[src/hw/uivm_defines.vh]
`ifndef UIVM_DEFINES_VH
`define UIVM_DEFINES_VH

// Vector numbers covered by this block
`define UIVM_FIRST_VECTOR     6'h22
`define UIVM_VECTOR_COUNT     17
`define UIVM_RESERVED_LAST    6'h27
`define UIVM_SW0_VECTOR       6'h28
`define UIVM_SW3_VECTOR       6'h2B
`define UIVM_LOW_SW_VECTOR    6'h2C
`define UIVM_SLOT_ONE_VECTOR  6'h2D
`define UIVM_SLOT_THREE_VECTOR 6'h2F
`define UIVM_SLOT_FOUR_VECTOR 6'h30
`define UIVM_SLOT_SIX_VECTOR  6'h32

// Entry offsets from the vector base (two words per entry)
`define UIVM_LOW_SW_OFFSET    7'h58
`define UIVM_SLOT_ONE_OFFSET  7'h5A
`define UIVM_SLOT_FOUR_OFFSET 7'h60
`define UIVM_SLOT_SIX_OFFSET  7'h64
`define UIVM_WORDS_PER_ENTRY  2
`define UIVM_WATCHDOG_OFFSET  7'h02

// Priority ranks: rank 0 is level -1, rank n+1 is level n
`define UIVM_RANK_LOW_SW      3'h0
`define UIVM_RANK_LEVEL0      3'h1
`define UIVM_RANK_LEVEL1      3'h2
`define UIVM_RANK_LEVEL2      3'h3
`define UIVM_RANK_LEVEL3      3'h4

// Vector base reset value and reachable target width
`define UIVM_BASE_RESET       21'h00_0000
`define UIVM_TARGET_WIDTH     19

`endif

[src/hw/uivm_vector_map.v]
// Behaviour
// RQ1 - Each entry spans two words; entry address is base plus twice the vector number.
// RQ2 - Entry targets are limited to a 19-bit program address.
// RQ3 - At the reset base, first two entries coincide with chip and watchdog reset entries.
// RQ4 - Slot six is a fast interrupt unless its entry holds a subroutine jump or branch.
// RQ5 - Vector 44 at offset 0x58 is the software request at level -1.
// RQ6 - Vectors 45 to 47 at offsets 0x5A to 0x5E are slots at level 1.
// RQ7 - Vectors 48 to 50 at offsets 0x60 to 0x64 are slots at level 2.
// RQ8 - Vectors 34-39 reserved at level 0; software 0-3 on 40-43 at levels 0-3.
// RQ9 - Higher level served first; within a level the lowest vector number wins.
// RQ10 - Software puts branches in the first two entries and subroutine jumps elsewhere.
`timescale 1ns/1ps
`default_nettype none
`include "uivm_defines.vh"

module uivm_vector_map #(
  parameter ADDR_WIDTH = 21
) (
  // Clock and reset
  input  wire                          ref_clk_in,
  input  wire                          rst_in,
  // Pending requests, bit i is vector 34 + i
  input  wire [`UIVM_VECTOR_COUNT-1:0] request_in,
  // Vector base address
  input  wire [ADDR_WIDTH-1:0]         vector_base_address_in,
  // Words fetched from the selected entry
  input  wire [15:0]                   entry_word0_in,
  input  wire [15:0]                   entry_word1_in,
  input  wire                          subroutine_jump_instruction_in,
  input  wire                          subroutine_branch_instruction_in,
  // Selected request
  output reg                           valid_out,
  output reg  [5:0]                    vector_out,
  output reg  [2:0]                    level_out,
  output reg  [ADDR_WIDTH-1:0]         entry_addr_out,
  output reg                           fast_out,
  output reg  [`UIVM_TARGET_WIDTH-1:0] target_out,
  // Reset entry overlay
  output reg                           overlay_out,
  output reg  [ADDR_WIDTH-1:0]         reset_entry_out,
  output reg  [ADDR_WIDTH-1:0]         watchdog_entry_out
);

  // Sizes of the entry table and of the arbitration result; the address
  // padding below needs ADDR_WIDTH of at least seven bits
  localparam N          = `UIVM_VECTOR_COUNT;
  localparam IDX_WIDTH  = 5;
  localparam RANK_WIDTH = 3;
  localparam VEC_WIDTH  = 6;

  // Rank of each entry and its request after masking reserved vectors
  wire [RANK_WIDTH*N-1:0] rank_flat;
  wire [N-1:0]            live;

  // Fixed priority table, one entry per vector; ranks are constants, so
  // each entry folds down to a plain gate on its request bit
  genvar g;
  generate
    for (g = 0; g < N; g = g + 1)
    begin : g_entry
      // Vector number, worked out wide and cut to the width of vector_out
      localparam integer VEC_NUM = `UIVM_FIRST_VECTOR + g;
      localparam [VEC_WIDTH-1:0] VEC = VEC_NUM[VEC_WIDTH-1:0];
      // Software requests 0 to 3 sit at levels 0 to 3 in vector order
      localparam integer SW_NUM = VEC_NUM - `UIVM_SW0_VECTOR + 1;
      localparam [RANK_WIDTH-1:0] SW_RANK = SW_NUM[RANK_WIDTH-1:0];
      // Reserved vectors keep a rank but can never be granted
      localparam [0:0] RESERVED = (VEC <= `UIVM_RESERVED_LAST);
      localparam [RANK_WIDTH-1:0] RANK =
        RESERVED                         ? `UIVM_RANK_LEVEL0 : // see RQ8
        (VEC <= `UIVM_SW3_VECTOR)        ? SW_RANK           : // see RQ8
        (VEC == `UIVM_LOW_SW_VECTOR)     ? `UIVM_RANK_LOW_SW : // see RQ5
        (VEC <= `UIVM_SLOT_THREE_VECTOR) ? `UIVM_RANK_LEVEL1 : // see RQ6
                                           `UIVM_RANK_LEVEL2;  // see RQ7
      assign rank_flat[RANK_WIDTH*g +: RANK_WIDTH] = RANK;
      assign live[g] = request_in[g] && !RESERVED; // see RQ8
    end
  endgenerate

  // Arbitration: scan downward so that an equal rank met later, at a lower
  // vector, takes over, and a higher rank always takes over; the winner is
  // the highest level, lowest vector among the live requests
  reg                  next_valid;
  reg [IDX_WIDTH-1:0]  next_index;
  reg [RANK_WIDTH-1:0] best_rank;
  integer              i;
  always @*
  begin
    next_valid = 1'b0;
    next_index = {IDX_WIDTH{1'b0}};
    best_rank  = {RANK_WIDTH{1'b0}};
    for (i = N - 1; i >= 0; i = i - 1)
    begin
      if (live[i]
          && (!next_valid || rank_flat[RANK_WIDTH*i +: RANK_WIDTH] >= best_rank)) // see RQ9
      begin
        next_valid = 1'b1;
        next_index = i[IDX_WIDTH-1:0];
        best_rank  = rank_flat[RANK_WIDTH*i +: RANK_WIDTH];
      end
    end
  end

  // Level code of the winner in two's complement; level -1 reads 3'b111,
  // so software that sign-extends level_out sees the true level
  reg [2:0] next_level;
  always @*
  begin
    case (best_rank)
      `UIVM_RANK_LOW_SW: next_level = 3'h7; // see RQ5
      `UIVM_RANK_LEVEL0: next_level = 3'h0; // see RQ8
      `UIVM_RANK_LEVEL1: next_level = 3'h1; // see RQ6
      `UIVM_RANK_LEVEL2: next_level = 3'h2; // see RQ7
      `UIVM_RANK_LEVEL3: next_level = 3'h3; // see RQ8
      default:           next_level = 3'h0;
    endcase
  end

  // Vector number and entry address of the winner; the entry address is
  // base plus the vector number shifted up one place, two words per entry
  wire [VEC_WIDTH-1:0]  next_vector = `UIVM_FIRST_VECTOR + {1'b0, next_index};
  wire [ADDR_WIDTH-1:0] next_offset = {{(ADDR_WIDTH-VEC_WIDTH-1){1'b0}},
                                       next_vector, 1'b0}; // see RQ1
  wire [ADDR_WIDTH-1:0] next_entry  = vector_base_address_in + next_offset; // see RQ1

  // Slot six counts as fast only when it wins and its entry holds neither
  // kind of subroutine call; a call there means an ordinary vectored entry
  wire next_is_slot_six = next_valid && (next_vector == `UIVM_SLOT_SIX_VECTOR);
  wire next_is_call     = subroutine_jump_instruction_in || subroutine_branch_instruction_in;
  wire next_fast        = next_is_slot_six && !next_is_call; // see RQ4

  // Reachable target: three low bits of the first word above the second word;
  // anything above bit 18 of a program address cannot be named by an entry
  wire [`UIVM_TARGET_WIDTH-1:0] next_target = {entry_word0_in[2:0], entry_word1_in}; // see RQ2

  // Reset overlay: the chip reset entry is the base, the watchdog entry the
  // next pair of words; they coincide with entries 0 and 1 at the reset base
  wire                  next_overlay    = (vector_base_address_in == `UIVM_BASE_RESET); // see RQ3
  wire [ADDR_WIDTH-1:0] watchdog_offset = {{(ADDR_WIDTH-7){1'b0}}, `UIVM_WATCHDOG_OFFSET};
  wire [ADDR_WIDTH-1:0] next_watchdog   = vector_base_address_in + watchdog_offset; // see RQ3

  // Arbitration result registers; all read zero while nothing is pending
  always @(posedge ref_clk_in)
  begin
    if (rst_in)
    begin
      valid_out  <= 1'b0;
      vector_out <= {VEC_WIDTH{1'b0}};
      level_out  <= 3'h0;
    end
    else if (next_valid)
    begin
      valid_out  <= 1'b1;
      vector_out <= next_vector;
      level_out  <= next_level;
    end
    else
    begin
      valid_out  <= 1'b0;
      vector_out <= {VEC_WIDTH{1'b0}};
      level_out  <= 3'h0;
    end
  end

  // Entry address register; cleared when no request wins, so a stale
  // address never reaches the core beside a low valid_out
  always @(posedge ref_clk_in)
  begin
    if (rst_in)
    begin
      entry_addr_out <= {ADDR_WIDTH{1'b0}};
    end
    else if (next_valid)
    begin
      entry_addr_out <= next_entry; // see RQ1
    end
    else
    begin
      entry_addr_out <= {ADDR_WIDTH{1'b0}};
    end
  end

  // Fast flag register; it follows the winner, so a slot six that loses
  // arbitration is never reported fast
  always @(posedge ref_clk_in)
  begin
    if (rst_in)
    begin
      fast_out <= 1'b0;
    end
    else
    begin
      fast_out <= next_fast; // see RQ4
    end
  end

  // Target register; it tracks the fetched words on every edge, winner
  // or not, so the core reads it in the cycle after its fetch
  always @(posedge ref_clk_in)
  begin
    if (rst_in)
    begin
      target_out <= {`UIVM_TARGET_WIDTH{1'b0}};
    end
    else
    begin
      target_out <= next_target; // see RQ2
    end
  end

  // Reset overlay registers, recomputed from the base on every edge
  always @(posedge ref_clk_in)
  begin
    if (rst_in)
    begin
      overlay_out        <= 1'b0;
      reset_entry_out    <= {ADDR_WIDTH{1'b0}};
      watchdog_entry_out <= {ADDR_WIDTH{1'b0}};
    end
    else
    begin
      overlay_out        <= next_overlay;           // see RQ3
      reset_entry_out    <= vector_base_address_in; // see RQ3
      watchdog_entry_out <= next_watchdog;          // see RQ3
    end
  end

endmodule
`default_nettype wire

[config.mk]
export PLATFORM = sky130hd
export DESIGN_NAME = uivm_vector_map
export DESIGN_NICKNAME = d
export VERILOG_FILES = /design/src/hw/uivm_vector_map.v
export VERILOG_INCLUDE_DIRS = /design/src /design/src/hw
export SDC_FILE = /design/constraint.sdc
export NUM_CORES = 1
export LEC_CHECK = 0
export BUFFER_PORTS_ARGS = -buffer_cell sky130_fd_sc_hd__buf_4
export CAP_MARGIN = 20
export CORE_UTILIZATION = 49
export CTS_BUF_LIST = sky130_fd_sc_hd__clkbuf_16
export CTS_CLUSTER_SIZE = 24
export DETAILED_ROUTE_END_ITERATION = 10
export PLACE_DENSITY_LB_ADDON = 0.05
export SYNTH_ARGS = -nofsm -noshare
export SYNTH_HDL_FRONTEND = slang
export SYNTH_SLANG_ARGS = --single-unit
[constraint.sdc]
create_clock -name ref_clk_in -period 7.5 [get_ports ref_clk_in]
set_input_delay 0.75 -clock ref_clk_in [delete_from_list [all_inputs] [get_ports ref_clk_in]]
set_output_delay 0.75 -clock ref_clk_in [all_outputs]
set_load 0.02 [all_outputs]
## Word level (Yosys, flattened, before mapping)

Cells that the tools add are included.

| storage, ports and cells | value |
|---|---|
| bits of input ports | 74 |
| output and inout bits | 94 |
| register bits | 94 |

| cells by class | value |
|---|---|
| reductions and logical operators | 37 |
| equal/unequal tests | 4 |
| add/sub/neg operators | 3 |
| bitwise operators | 1 |
| order comparisons | 10 |
| mux-type cells | 35 |

Operators by type and width:

| kind | count |
|---|---|
| $mux W5 | 11 |
| $add A21 B2 Y21 const B | 1 |
| $add A21 B7 Y21 | 1 |
| $logic_not A21 Y1 | 1 |
| $mux W3 | 6 |
| $logic_and A1 B1 Y1 | 12 |
| $mux W1 | 12 |
| $pmux W3 S4 | 1 |
| $logic_not A1 Y1 | 11 |
| $logic_or A1 B1 Y1 | 11 |
| $mux W2 | 5 |
| $ge A2 B3 Y1 const A | 3 |
| $ge A2 B2 Y1 const A | 4 |
| $add A6 B5 Y6 const A | 1 |
| $eq A3 B2 Y1 const B | 2 |
| $eq A6 B6 Y1 const B | 1 |
| $ge A1 B3 Y1 const A | 2 |
| $eq A3 B3 Y1 const B | 1 |
| $ge A3 B3 Y1 const A | 1 |
| $logic_not A3 Y1 | 1 |
| $reduce_or A2 Y1 | 1 |
| $not A1 Y1 | 1 |

## Depth between registers and ports, before layout

Gate-level depths: netlist of run 1.

| logic depth | value |
|---|---|
| depth after elaboration | 45 |
| gate-level depth with buffers | 13 |
| gate-level depth less buffers | 12 |

## Worst setup path before layout of run 1

Ideal clock, no wire load.

| timing | value |
|---|---|
| path kind | input -> register |
| from | in request_in[13] |
| to | reg entry_addr_out[20] |
| buffers on the path | 1 |
| required time | 7.383 ns |
| stages | 12 |
| path slack | 4.366 ns |
| arrival time | 3.017 ns |
| path through | nor3_1 > nand3_1 > a311oi_1 > ha_1 > xor2_1 > ha_1 > o21ai_0 > o21a_1 > clkbuf_1 > nor4_1 > xnor2_1 > nor2_1 |

| on the way | value |
|---|---|
| cells in the longest elaborated chain, start to end | 32 |
| elaborated cells on any way between the ends | 56 |

RTL lines:

| element | line | RTL |
|---|---|---|
| start, declared | uivm_vector_map.v:23 | `` input wire [`UIVM_VECTOR_COUNT-1:0] request_in, `` |
| $logic_and A1 B1 Y1 (*) | uivm_vector_map.v:95 | `&& (!next_valid \|\| rank_flat[RANK_WIDTH*i +: RANK_WIDTH] >= best_rank))` |
| $mux W2 or $mux W1 (tied branches) | uivm_vector_map.v:94 | `if (live[i]` |
| $ge A2 B2 Y1 or $logic_not A1 Y1 (tied branches) | uivm_vector_map.v:95 |  |
| $logic_or A1 B1 Y1 | uivm_vector_map.v:95 |  |
| $logic_and A1 B1 Y1 | uivm_vector_map.v:95 |  |
| $mux W2 or $mux W1 (tied branches) | uivm_vector_map.v:94 |  |
| $ge A2 B3 Y1 or $logic_not A1 Y1 (tied branches) | uivm_vector_map.v:95 |  |
| $logic_or A1 B1 Y1 | uivm_vector_map.v:95 |  |
| [17 not listed] | -- |  |
| $mux W3 or $mux W1 (tied branches) | uivm_vector_map.v:94 |  |
| $ge A1 B3 Y1 or $logic_not A1 Y1 (tied branches) | uivm_vector_map.v:95 |  |
| $logic_or A1 B1 Y1 | uivm_vector_map.v:95 |  |
| $logic_and A1 B1 Y1 | uivm_vector_map.v:95 |  |
| $mux W5 (*) | uivm_vector_map.v:94 |  |
| $add A6 B5 Y6 (no source line) (*) | -- |  |
| via next_vector[3] | uivm_vector_map.v:121 | `` wire [VEC_WIDTH-1:0] next_vector = `UIVM_FIRST_VECTOR + {1'b0, next_index}; `` |
| $add A21 B7 Y21 (*) | uivm_vector_map.v:124 | `wire [ADDR_WIDTH-1:0] next_entry = vector_base_address_in + next_offset;` |
| end signal, assigned | uivm_vector_map.v:171 | `entry_addr_out <= {ADDR_WIDTH{1'b0}};` |
| end signal, assigned | uivm_vector_map.v:175 | `entry_addr_out <= next_entry;` |
| end signal, assigned | uivm_vector_map.v:179 | `entry_addr_out <= {ADDR_WIDTH{1'b0}};` |
| end, declared | uivm_vector_map.v:35 | `output reg [ADDR_WIDTH-1:0] entry_addr_out,` |

The timed path passes the listed nets; every way through them passes the cells marked *.
A chain may end at the register's enable or synchronous reset.

## Final worst setup path of run 1

| timing | value |
|---|---|
| from | in request_in[13] |
| to | reg entry_addr_out[17] |

The elaborated chain is that of the path after synthesis.

==> results of run 1 <==
==> critical path: cells and delay by family <==
family | cells | cell delay (ps)
adder cells (fa/ha/maj) | 2 | 670
AND/OR/NAND/NOR | 5 | 1250
buffers and inverters | 1 | 120
AO/OA/AOI/OAI | 3 | 790
==> flip-flops by register name, summed over array words and instances (netlist names) <==
signal / flops
entry_addr_out: 21
reset_entry_out: 21
watchdog_entry_out: 20
target_out: 19
vector_out: 6
level_out: 3
fast_out: 1
overlay_out: 1
valid_out: 1
==> synth_stat cells (all sizes together), types with 8 or more instances <==
master / number / area (um^2)
nor2b: 39 / 244
or4: 9 / 67.6
a21oi: 10 / 50.1
nor4: 8 / 50.1
o21ai: 19 / 95.1
buf: 9 / 52.6
nor2: 41 / 154
ha: 8 / 100
nand2: 17 / 63.8
xnor2: 11 / 96.3
nor3: 15 / 80.1
xor2: 9 / 78.8
dfxtp: 93 / 1860
inv: 11 / 41.3
==> cell families (layout without fill, tap and decap cells) <==
kind of cell / after synthesis / in the layout
other: 1 / 1
buffers and inverters: 26 / 175
DFF: 93 / 93
AOI/OAI and AO/OA: 51 / 51
and+or+nand+nor: 164 / 164
xor gates and xnor gates: 20 / 20
adders and majority gates: 9 / 9
==> area by class of cell <==
cell class | instances | area share
clock buffers | 9 | 0.0454
clock inverters | 7 | 0.0169
inverters | 11 | 0.00832
multi-input cells | 245 | 0.306
flip-flops and latches | 93 | 0.375
well taps | 96 | 0.0242
repair buffers | 148 | 0.224
==> power by group <==
part	internal [W]	total, W	switching, W
Sequential	0.000524	0.000532	0.00000821
Combinational	0.0000836	0.000190	0.000106
Clock	0.000288	0.000462	0.000175
==> worst paths after layout <==
| path | start | endpoint | slack [ps] | cells after the start |
|---|---|---|---|---|
| setup / recovery | request_in[13] | entry_addr_out[17] | 4190 | 11 |
| hold / removal | subroutine_jump_instruction_in | fast_out | 580 | 2 |
==> layer usage <==
metal	vias up	routed length, um	GRT usage
met1	1398	3520	0.276
met4	0	114	0.0985
li1	1536	-	-
met5	-	0	0
met2	105	4080	0.377
met3	10	628	0.0514
==> through the flow <==
step,total power (W),util
5_1_grt,0.00123,0.726
4_1_cts,0.00119,0.726
6_report,0.00118,0.726
3_3_place_gp,0.000729,0.681
3_5_place_dp,0.000733,0.681
2_1_floorplan,0.000643,-
==> impl_metrics.json, run 1 <==
{
  "cts_buffers": 9,
  "ys_seq_area_frac": 0.533,
  "finalWirelength_um": 8350,
  "async_flop_share": 0,
  "gp_congestion": 0.841,
  "tns_ps": 0,
  "cpPeakStageDelay_ps": 410,
  "die_w_um": 86.5,
  "route.detailed.wl_per_inst_um": 13.7,
  "synth_top_family_by_area": "simple AND/OR/NAND/NOR gates",
  "max_cap_violations": 0,
  "synth_cells": 364,
  "ys_warn_count": 0,
  "multi_input_comb_area_um2": 1520,
  "rows": 30,
  "whs_ps": 582,
  "synth_mux_area_frac": 0,
  "port_buffers": 148,
  "p_leak_nw": 2.22,
  "crit_path_frequent_cell": "ha_1",
  "fill_cells": 545,
  "synth-edff-count": 0,
  "cts_hold_buffers": 0,
  "antenna_found_initial": 0,
  "worst_pin_slew_ps": 664,
  "post-cts-setup-buffers": 0,
  "fin_area_um2": 4960,
  "finalNonFillerCells": 609,
  "initial_core_util": 0.512,
  "rsz0062_at_grt": "no",
  "synth_ff_type": "dfxtp_1",
  "synth_nets": 447,
  "clk_pin_slew_worst_paths_ps": 60,
  "drt_iter0_markers": 140,
  "finalHoldViolations": 0,
  "dieHeight_um": 86.5,
  "fin_ws_ps": 4190,
  "hold_path.class": "input port to register",
  "yosys.area_share.simple": 0.254,
  "place_area_um2": 4650,
  "drive_gt1_frac": 0.327,
  "ios": 168,
  "grt_use_total": 0.225,
  "cp-end-kind": "register",
  "dpl.hpwl_um": 5990,
  "path_max_fanout": 8,
  "grt_pass1_wl_um": 13000,
  "via_per_inst": 5.01,
  "synth-seq-cells": 93,
  "maxSlewViolCount": 0,
  "final_cell_mix": "buf_4, dfxtp_1, nor2_1",
  "layout.nets": 591,
  "drc": 0,
  "grt_overflow": 0,
  "ir_drop_mv": 0.159,
  "syn_area_um2": 3490,
  "dp.cells": 593,
  "seqCellArea_um2": 1860,
  "relSlewSlack": 0.557,
  "dieArea_um2": 7470,
  "crit_slowest_cell": "or4_1",
  "cts.sinks": 93,
  "antenna_left": 0,
  "antenna_cells": 0,
  "syn-mean-instance-area_um2": 9.60,
  "h-tree-depth": 3,
  "final_common_cell": "buf_4",
  "yosysUniqueCellTypes": 41,
  "dr.pass1.iters": 4,
  "cts_tree": "built",
  "first_global_vias": 2704,
  "path_class": "input port to register",
  "num_vias": 3049,
  "yosys.area_share.xor_xnor": 0.0501,
  "clk_path_buf_depth": 2,
  "max_freq_ghz": 0.302,
  "crit_arrival_ps": 3590,
  "cp.required_ps": 7770,
  "worstSetupStartpointType": "input port",
  "status": "complete, no violations",
  "synth_fa_ha_area_frac": 0.0344,
  "synth_compound_area_frac": 0.0945,
  "min_period_ps": 3310,
  "cts_resized": 0,
  "dp_slack_ps": 3890,
  "setup_viol_count_final": 0,
  "syn_to_final_growth_pct": 41.9,
  "cp_cell_sequence": "buf_4, nor3_1, nand3_1, a311oi_1, ha_1, ha_1, nor2b_1, o31a_1, o21bai_4, or4_1, nand2_1",
  "post-route-period-util": 0.442,
  "grt_max_degree": 68,
  "root_buffer": "clkbuf_16",
  "powerDensity_nw_per_um2": 239,
  "coreArea_um2": 6830
}
(Power assumes the default switching activity.)
==> run 2: changes to the inputs <==
--- a/config.mk
+++ b/config.mk
@@ -8,7 +8,7 @@
 export LEC_CHECK = 0
 export BUFFER_PORTS_ARGS = -buffer_cell sky130_fd_sc_hd__buf_4
 export CAP_MARGIN = 20
-export CORE_UTILIZATION = 49
+export CORE_UTILIZATION = 41
 export CTS_BUF_LIST = sky130_fd_sc_hd__clkbuf_16
 export CTS_CLUSTER_SIZE = 24
 export DETAILED_ROUTE_END_ITERATION = 10
==> constraint.sdc (replaced) <==
create_clock -name ref_clk_in -period 2.94 [get_ports ref_clk_in]
set_input_delay 0.294 -clock ref_clk_in [delete_from_list [all_inputs] [get_ports ref_clk_in]]
set_output_delay 0.294 -clock ref_clk_in [all_outputs]
set_load 0.02 [all_outputs]
==> impl_metrics.json, run 2 (synthesis gave the netlist of run 1 again) <==
{
  "post-route-period-util": 0.916,
  "initial_core_util": 0.425,
  "post-cts-setup-buffers": 0,
  "dieArea_um2": 8900,
  "drt_iter0_markers": 121,
  "relSlewSlack": 0.666,
  "cts_hold_buffers": 0,
  "worst_pin_slew_ps": 501,
  "rows": 33,
  "drc": 0,
  "worstSetupStartpointType": "input port",
  "drive_gt1_frac": 0.340,
  "setup_viol_count_final": 0,
  "status": "complete, no violations",
  "ios": 168,
  "min_period_ps": 2690,
  "gp_congestion": 0.817,
  "p_leak_nw": 2.23,
  "maxSlewViolCount": 0,
  "h-tree-depth": 3,
  "layout.nets": 596,
  "crit_arrival_ps": 2970,
  "multi_input_comb_area_um2": 1520,
  "dr.pass1.iters": 4,
  "cts_resized": 0,
  "antenna_found_initial": 0,
  "grt_pass1_wl_um": 13500,
  "first_global_vias": 2746,
  "cts_tree": "built",
  "hold_depth": 2,
  "p_total_w": 0.00299,
  "grt_use_total": 0.199,
  "cp.required_ps": 3220,
  "dpl.hpwl_um": 6370,
  "antenna_left": 0,
  "grt_overflow": 0,
  "via_per_inst": 4.84,
  "num_vias": 3016,
  "min_from": "subroutine_jump_instruction_in",
  "max_freq_ghz": 0.371,
  "root_buffer": "clkbuf_16",
  "finalWirelength_um": 8650,
  "path_max_fanout": 8,
  "dieHeight_um": 94.3,
  "die_w_um": 94.3,
  "cts.sinks": 93,
  "tns_ps": 0,
  "syn_to_final_growth_pct": 43.0,
  "route.detailed.wl_per_inst_um": 13.9,
  "reg_top3": "entry_addr_out (21), reset_entry_out (21), watchdog_entry_out (20)",
  "clk_path_buf_depth": 2,
  "port_buffers": 148,
  "antenna_cells": 0,
  "max_cap_violations": 0,
  "final_cell_mix": "buf_4, dfxtp_1, nor2_1",
  "whs_ps": 128,
  "cp-end-kind": "register",
  "seqCellArea_um2": 1860,
  "min_to": "fast_out",
  "finalHoldViolations": 0,
  "grt_max_degree": 35,
  "path_class": "input port to register",
  "rsz0062_at_grt": "no",
  "fill_cells": 716,
  "cts_buffers": 9,
  "ir_drop_mv": 0.297,
  "clk_pin_slew_worst_paths_ps": 60,
  "hold_path.class": "input port to register",
  "coreArea_um2": 8220,
  "final_common_cell": "buf_4",
  "powerDensity_nw_per_um2": 599
}
[run 2: layer usage]
layer	vias up	global-route usage	wire length (um)
li1	1551	-	-
met1	1363	0.257	3880
met2	91	0.317	4020
met3	11	0.0510	619
met4	0	0.0744	133
met5	-	0	0
[run 2: worst max-delay path, stage by stage]
cell and delay [ps]:
buf_4 130, nor3_2 270, nand3_1 120, a311oi_1 320, ha_1 320, ha_1 340, nor2b_1 220, o31a_1 320
o21bai_4 140, or4_1 410, nand2_1 70
[run 2: how the worst max path moves through the flow]
| stage | from | endpoint | slack [ps] | cells past startpoint |
|---|---|---|---|---|
| global route | request_in[16] | entry_addr_out[20] | 10 | 12 |
| finish | request_in[16] | entry_addr_out[15] | 250 | 11 |
| global placement | request_in[16] | entry_addr_out[20] | 6 | 12 |
| detailed placement | request_in[16] | entry_addr_out[20] | -110 | 12 |
| CTS | request_in[16] | entry_addr_out[20] | 240 | 12 |
| floorplan | request_in[13] | entry_addr_out[20] | 260 | 12 |
[run 2: final cells by class]
cell class	instances	share of cell area
inverter	11	0.00826
clock buffer	9	0.0451
sequential	93	0.373
timing repair buffer	153	0.230
clock inverter	7	0.0145
multi-input combinational	245	0.303
tap	105	0.0263
[run 2: power by group]
part | switching, W | internal [W] | total, W
Combinational | 0.000273 | 0.000218 | 0.000491
Clock | 0.000483 | 0.000662 | 0.00115
Sequential | 0.0000219 | 0.00134 | 0.00136
Total | 0.000778 | 0.00222 | 0.00299
[run 2: metrics by stage]
step                cells  area (um^2)  utilization  worst slack [ps]
global placement      607         4700        0.572              6.45
detailed placement    607         4700        0.572              -111
CTS                   623         5000        0.608               236
finish                623         5000        0.608               247
floorplan             364         3490            -               262
global route          623         5000        0.608              14.0
==> run 3: changes to the inputs <==
--- a/config.mk
+++ b/config.mk
@@ -8,8 +8,8 @@
 export LEC_CHECK = 0
 export BUFFER_PORTS_ARGS = -buffer_cell sky130_fd_sc_hd__buf_4
 export CAP_MARGIN = 20
-export CORE_UTILIZATION = 41
-export CTS_BUF_LIST = sky130_fd_sc_hd__clkbuf_16
+export CORE_UTILIZATION = 43
+export CTS_BUF_LIST = sky130_fd_sc_hd__clkbuf_8
 export CTS_CLUSTER_SIZE = 24
 export DETAILED_ROUTE_END_ITERATION = 10
 export PLACE_DENSITY_LB_ADDON = 0.05
==> impl_metrics.json, run 3 (synthesis gave the netlist of run 1 again) <==
{
  "max_cap_violations": 0,
  "hold_path.class": "input port to register",
  "post-route-period-util": 0.929,
  "worstSetupStartpointType": "input port",
  "cts_buffers": 9,
  "status": "complete, no violations",
  "powerDensity_nw_per_um2": 551,
  "layout.nets": 597,
  "grt_overflow": 0,
  "dr.pass1.iters": 4,
  "num_vias": 3003,
  "fin_area_um2": 4900,
  "p_total_w": 0.00270,
  "cts_tree": "built",
  "finalHoldViolations": 0,
  "grt_pass1_wl_um": 13500,
  "met3_usage": 0.0489,
  "syn_to_final_growth_pct": 40.3,
  "relSlewSlack": 0.541,
  "crit_path_end": "entry_addr_out[17]",
  "ios": 168,
  "h-tree-depth": 3,
  "cts.sinks": 93,
  "finalWirelength_um": 8450,
  "max_freq_ghz": 0.366,
  "route.detailed.wl_per_inst_um": 13.6,
  "maxSlewViolCount": 0,
  "seqCellArea_um2": 1860,
  "drt_iter0_markers": 89,
  "crit_arrival_ps": 3030,
  "root_buffer": "clkbuf_8",
  "coreArea_um2": 7810,
  "final_cell_mix": "buf_4, dfxtp_1, nor2_1",
  "gp_congestion": 0.774,
  "p_leak_nw": 2.19,
  "cts_hold_buffers": 0,
  "final_common_cell": "buf_4",
  "path_max_fanout": 8,
  "grt_use_total": 0.202,
  "worstSetupStartpoint": "request_in[13]",
  "finalNonFillerCells": 621,
  "dieHeight_um": 92.2,
  "cp-end-kind": "register",
  "ir_drop_mv": 0.247,
  "antenna_cells": 0,
  "port_buffers": 148,
  "grt_max_degree": 68,
  "cts_resized": 0,
  "path_class": "input port to register",
  "clk_pin_slew_worst_paths_ps": 90,
  "clk_path_buf_depth": 2,
  "dp_slack_ps": -111,
  "cp.required_ps": 3240,
  "use_met2": 0.325,
  "grt_use_met1": 0.260,
  "top_usage_layer": "met2",
  "rows": 32,
  "worst_pin_slew_ps": 688,
  "dieArea_um2": 8490,
  "die_w_um": 92.2,
  "post-cts-setup-buffers": 0,
  "first_global_vias": 2796,
  "fill_cells": 699,
  "min_period_ps": 2730,
  "reg_top3": "entry_addr_out (21), reset_entry_out (21), watchdog_entry_out (20)",
  "setup_viol_count_final": 0,
  "dp.cells": 605,
  "dpl.hpwl_um": 6190,
  "tns_ps": 0,
  "place_area_um2": 4700,
  "initial_core_util": 0.448,
  "multi_input_comb_area_um2": 1520,
  "drc": 0,
  "antenna_found_initial": 0,
  "fin_ws_ps": 209,
  "antenna_left": 0,
  "drive_gt1_frac": 0.343,
  "via_per_inst": 4.84,
  "rsz0062_at_grt": "no"
}
==> run 3: changes by cell type in the layout (fill, tap and decap cells not counted), sizes merged <==
cell / previous run / this run
inv: 13 / 12
buf: 153 / 154
clkinvlp: 1 / 2
==> run 3: layout make-up <==
type / count / area share
Clock inverter: 7 / 0.0153
Sequential cell: 93 / 0.380
Clock buffer: 9 / 0.0253
Tap cell: 102 / 0.0260
Inverter: 11 / 0.00842
Multi-Input combinational cell: 245 / 0.309
Timing Repair Buffer: 154 / 0.236
==> run 3: how the worst min path moves through the flow <==
stage	from	to	slack, ps	depth (start not counted)
after floorplan	subroutine_jump_instruction_in	fast_out	370	1
after global placement	subroutine_jump_instruction_in	fast_out	460	2
after detailed placement	subroutine_jump_instruction_in	fast_out	460	2
after CTS	subroutine_jump_instruction_in	fast_out	80	2
after global routing	subroutine_jump_instruction_in	fast_out	80	2
final	subroutine_jump_instruction_in	fast_out	100	2
==> run 3: worst max-delay path: stages <==
cell      delay, ps
buf_4           120
nor3_1          290
nand3_1         130
a311oi_1        360
ha_1            330
ha_1            340
nor2b_1         200
o31a_1          330
o21bai_4        140
or4_1           410
nand2_1          80
==> run 3: per-layer routing <==
layer	vias to the layer above	routed length, um	share of wire
li1	1554	-	-
met1	1335	3840	0.45
met2	103	3930	0.47
met3	11	562	0.066
met4	0	116	0.014
met5	-	0	0
==> run 3: per-stage QoR <==
stage                     hold WS, ps   util
after floorplan                   369      -
after global placement            459  0.602
after detailed placement          458  0.602
after CTS                        79.4  0.628
after global routing             82.7  0.628
final                            95.1  0.628
==> run 3: power by group <==
part	internal, W	leakage, nW	switching, W
Clock	0.000397	0.0971	0.000452
Sequential	0.00133	0.775	0.0000207
Combinational	0.000222	1.32	0.000274
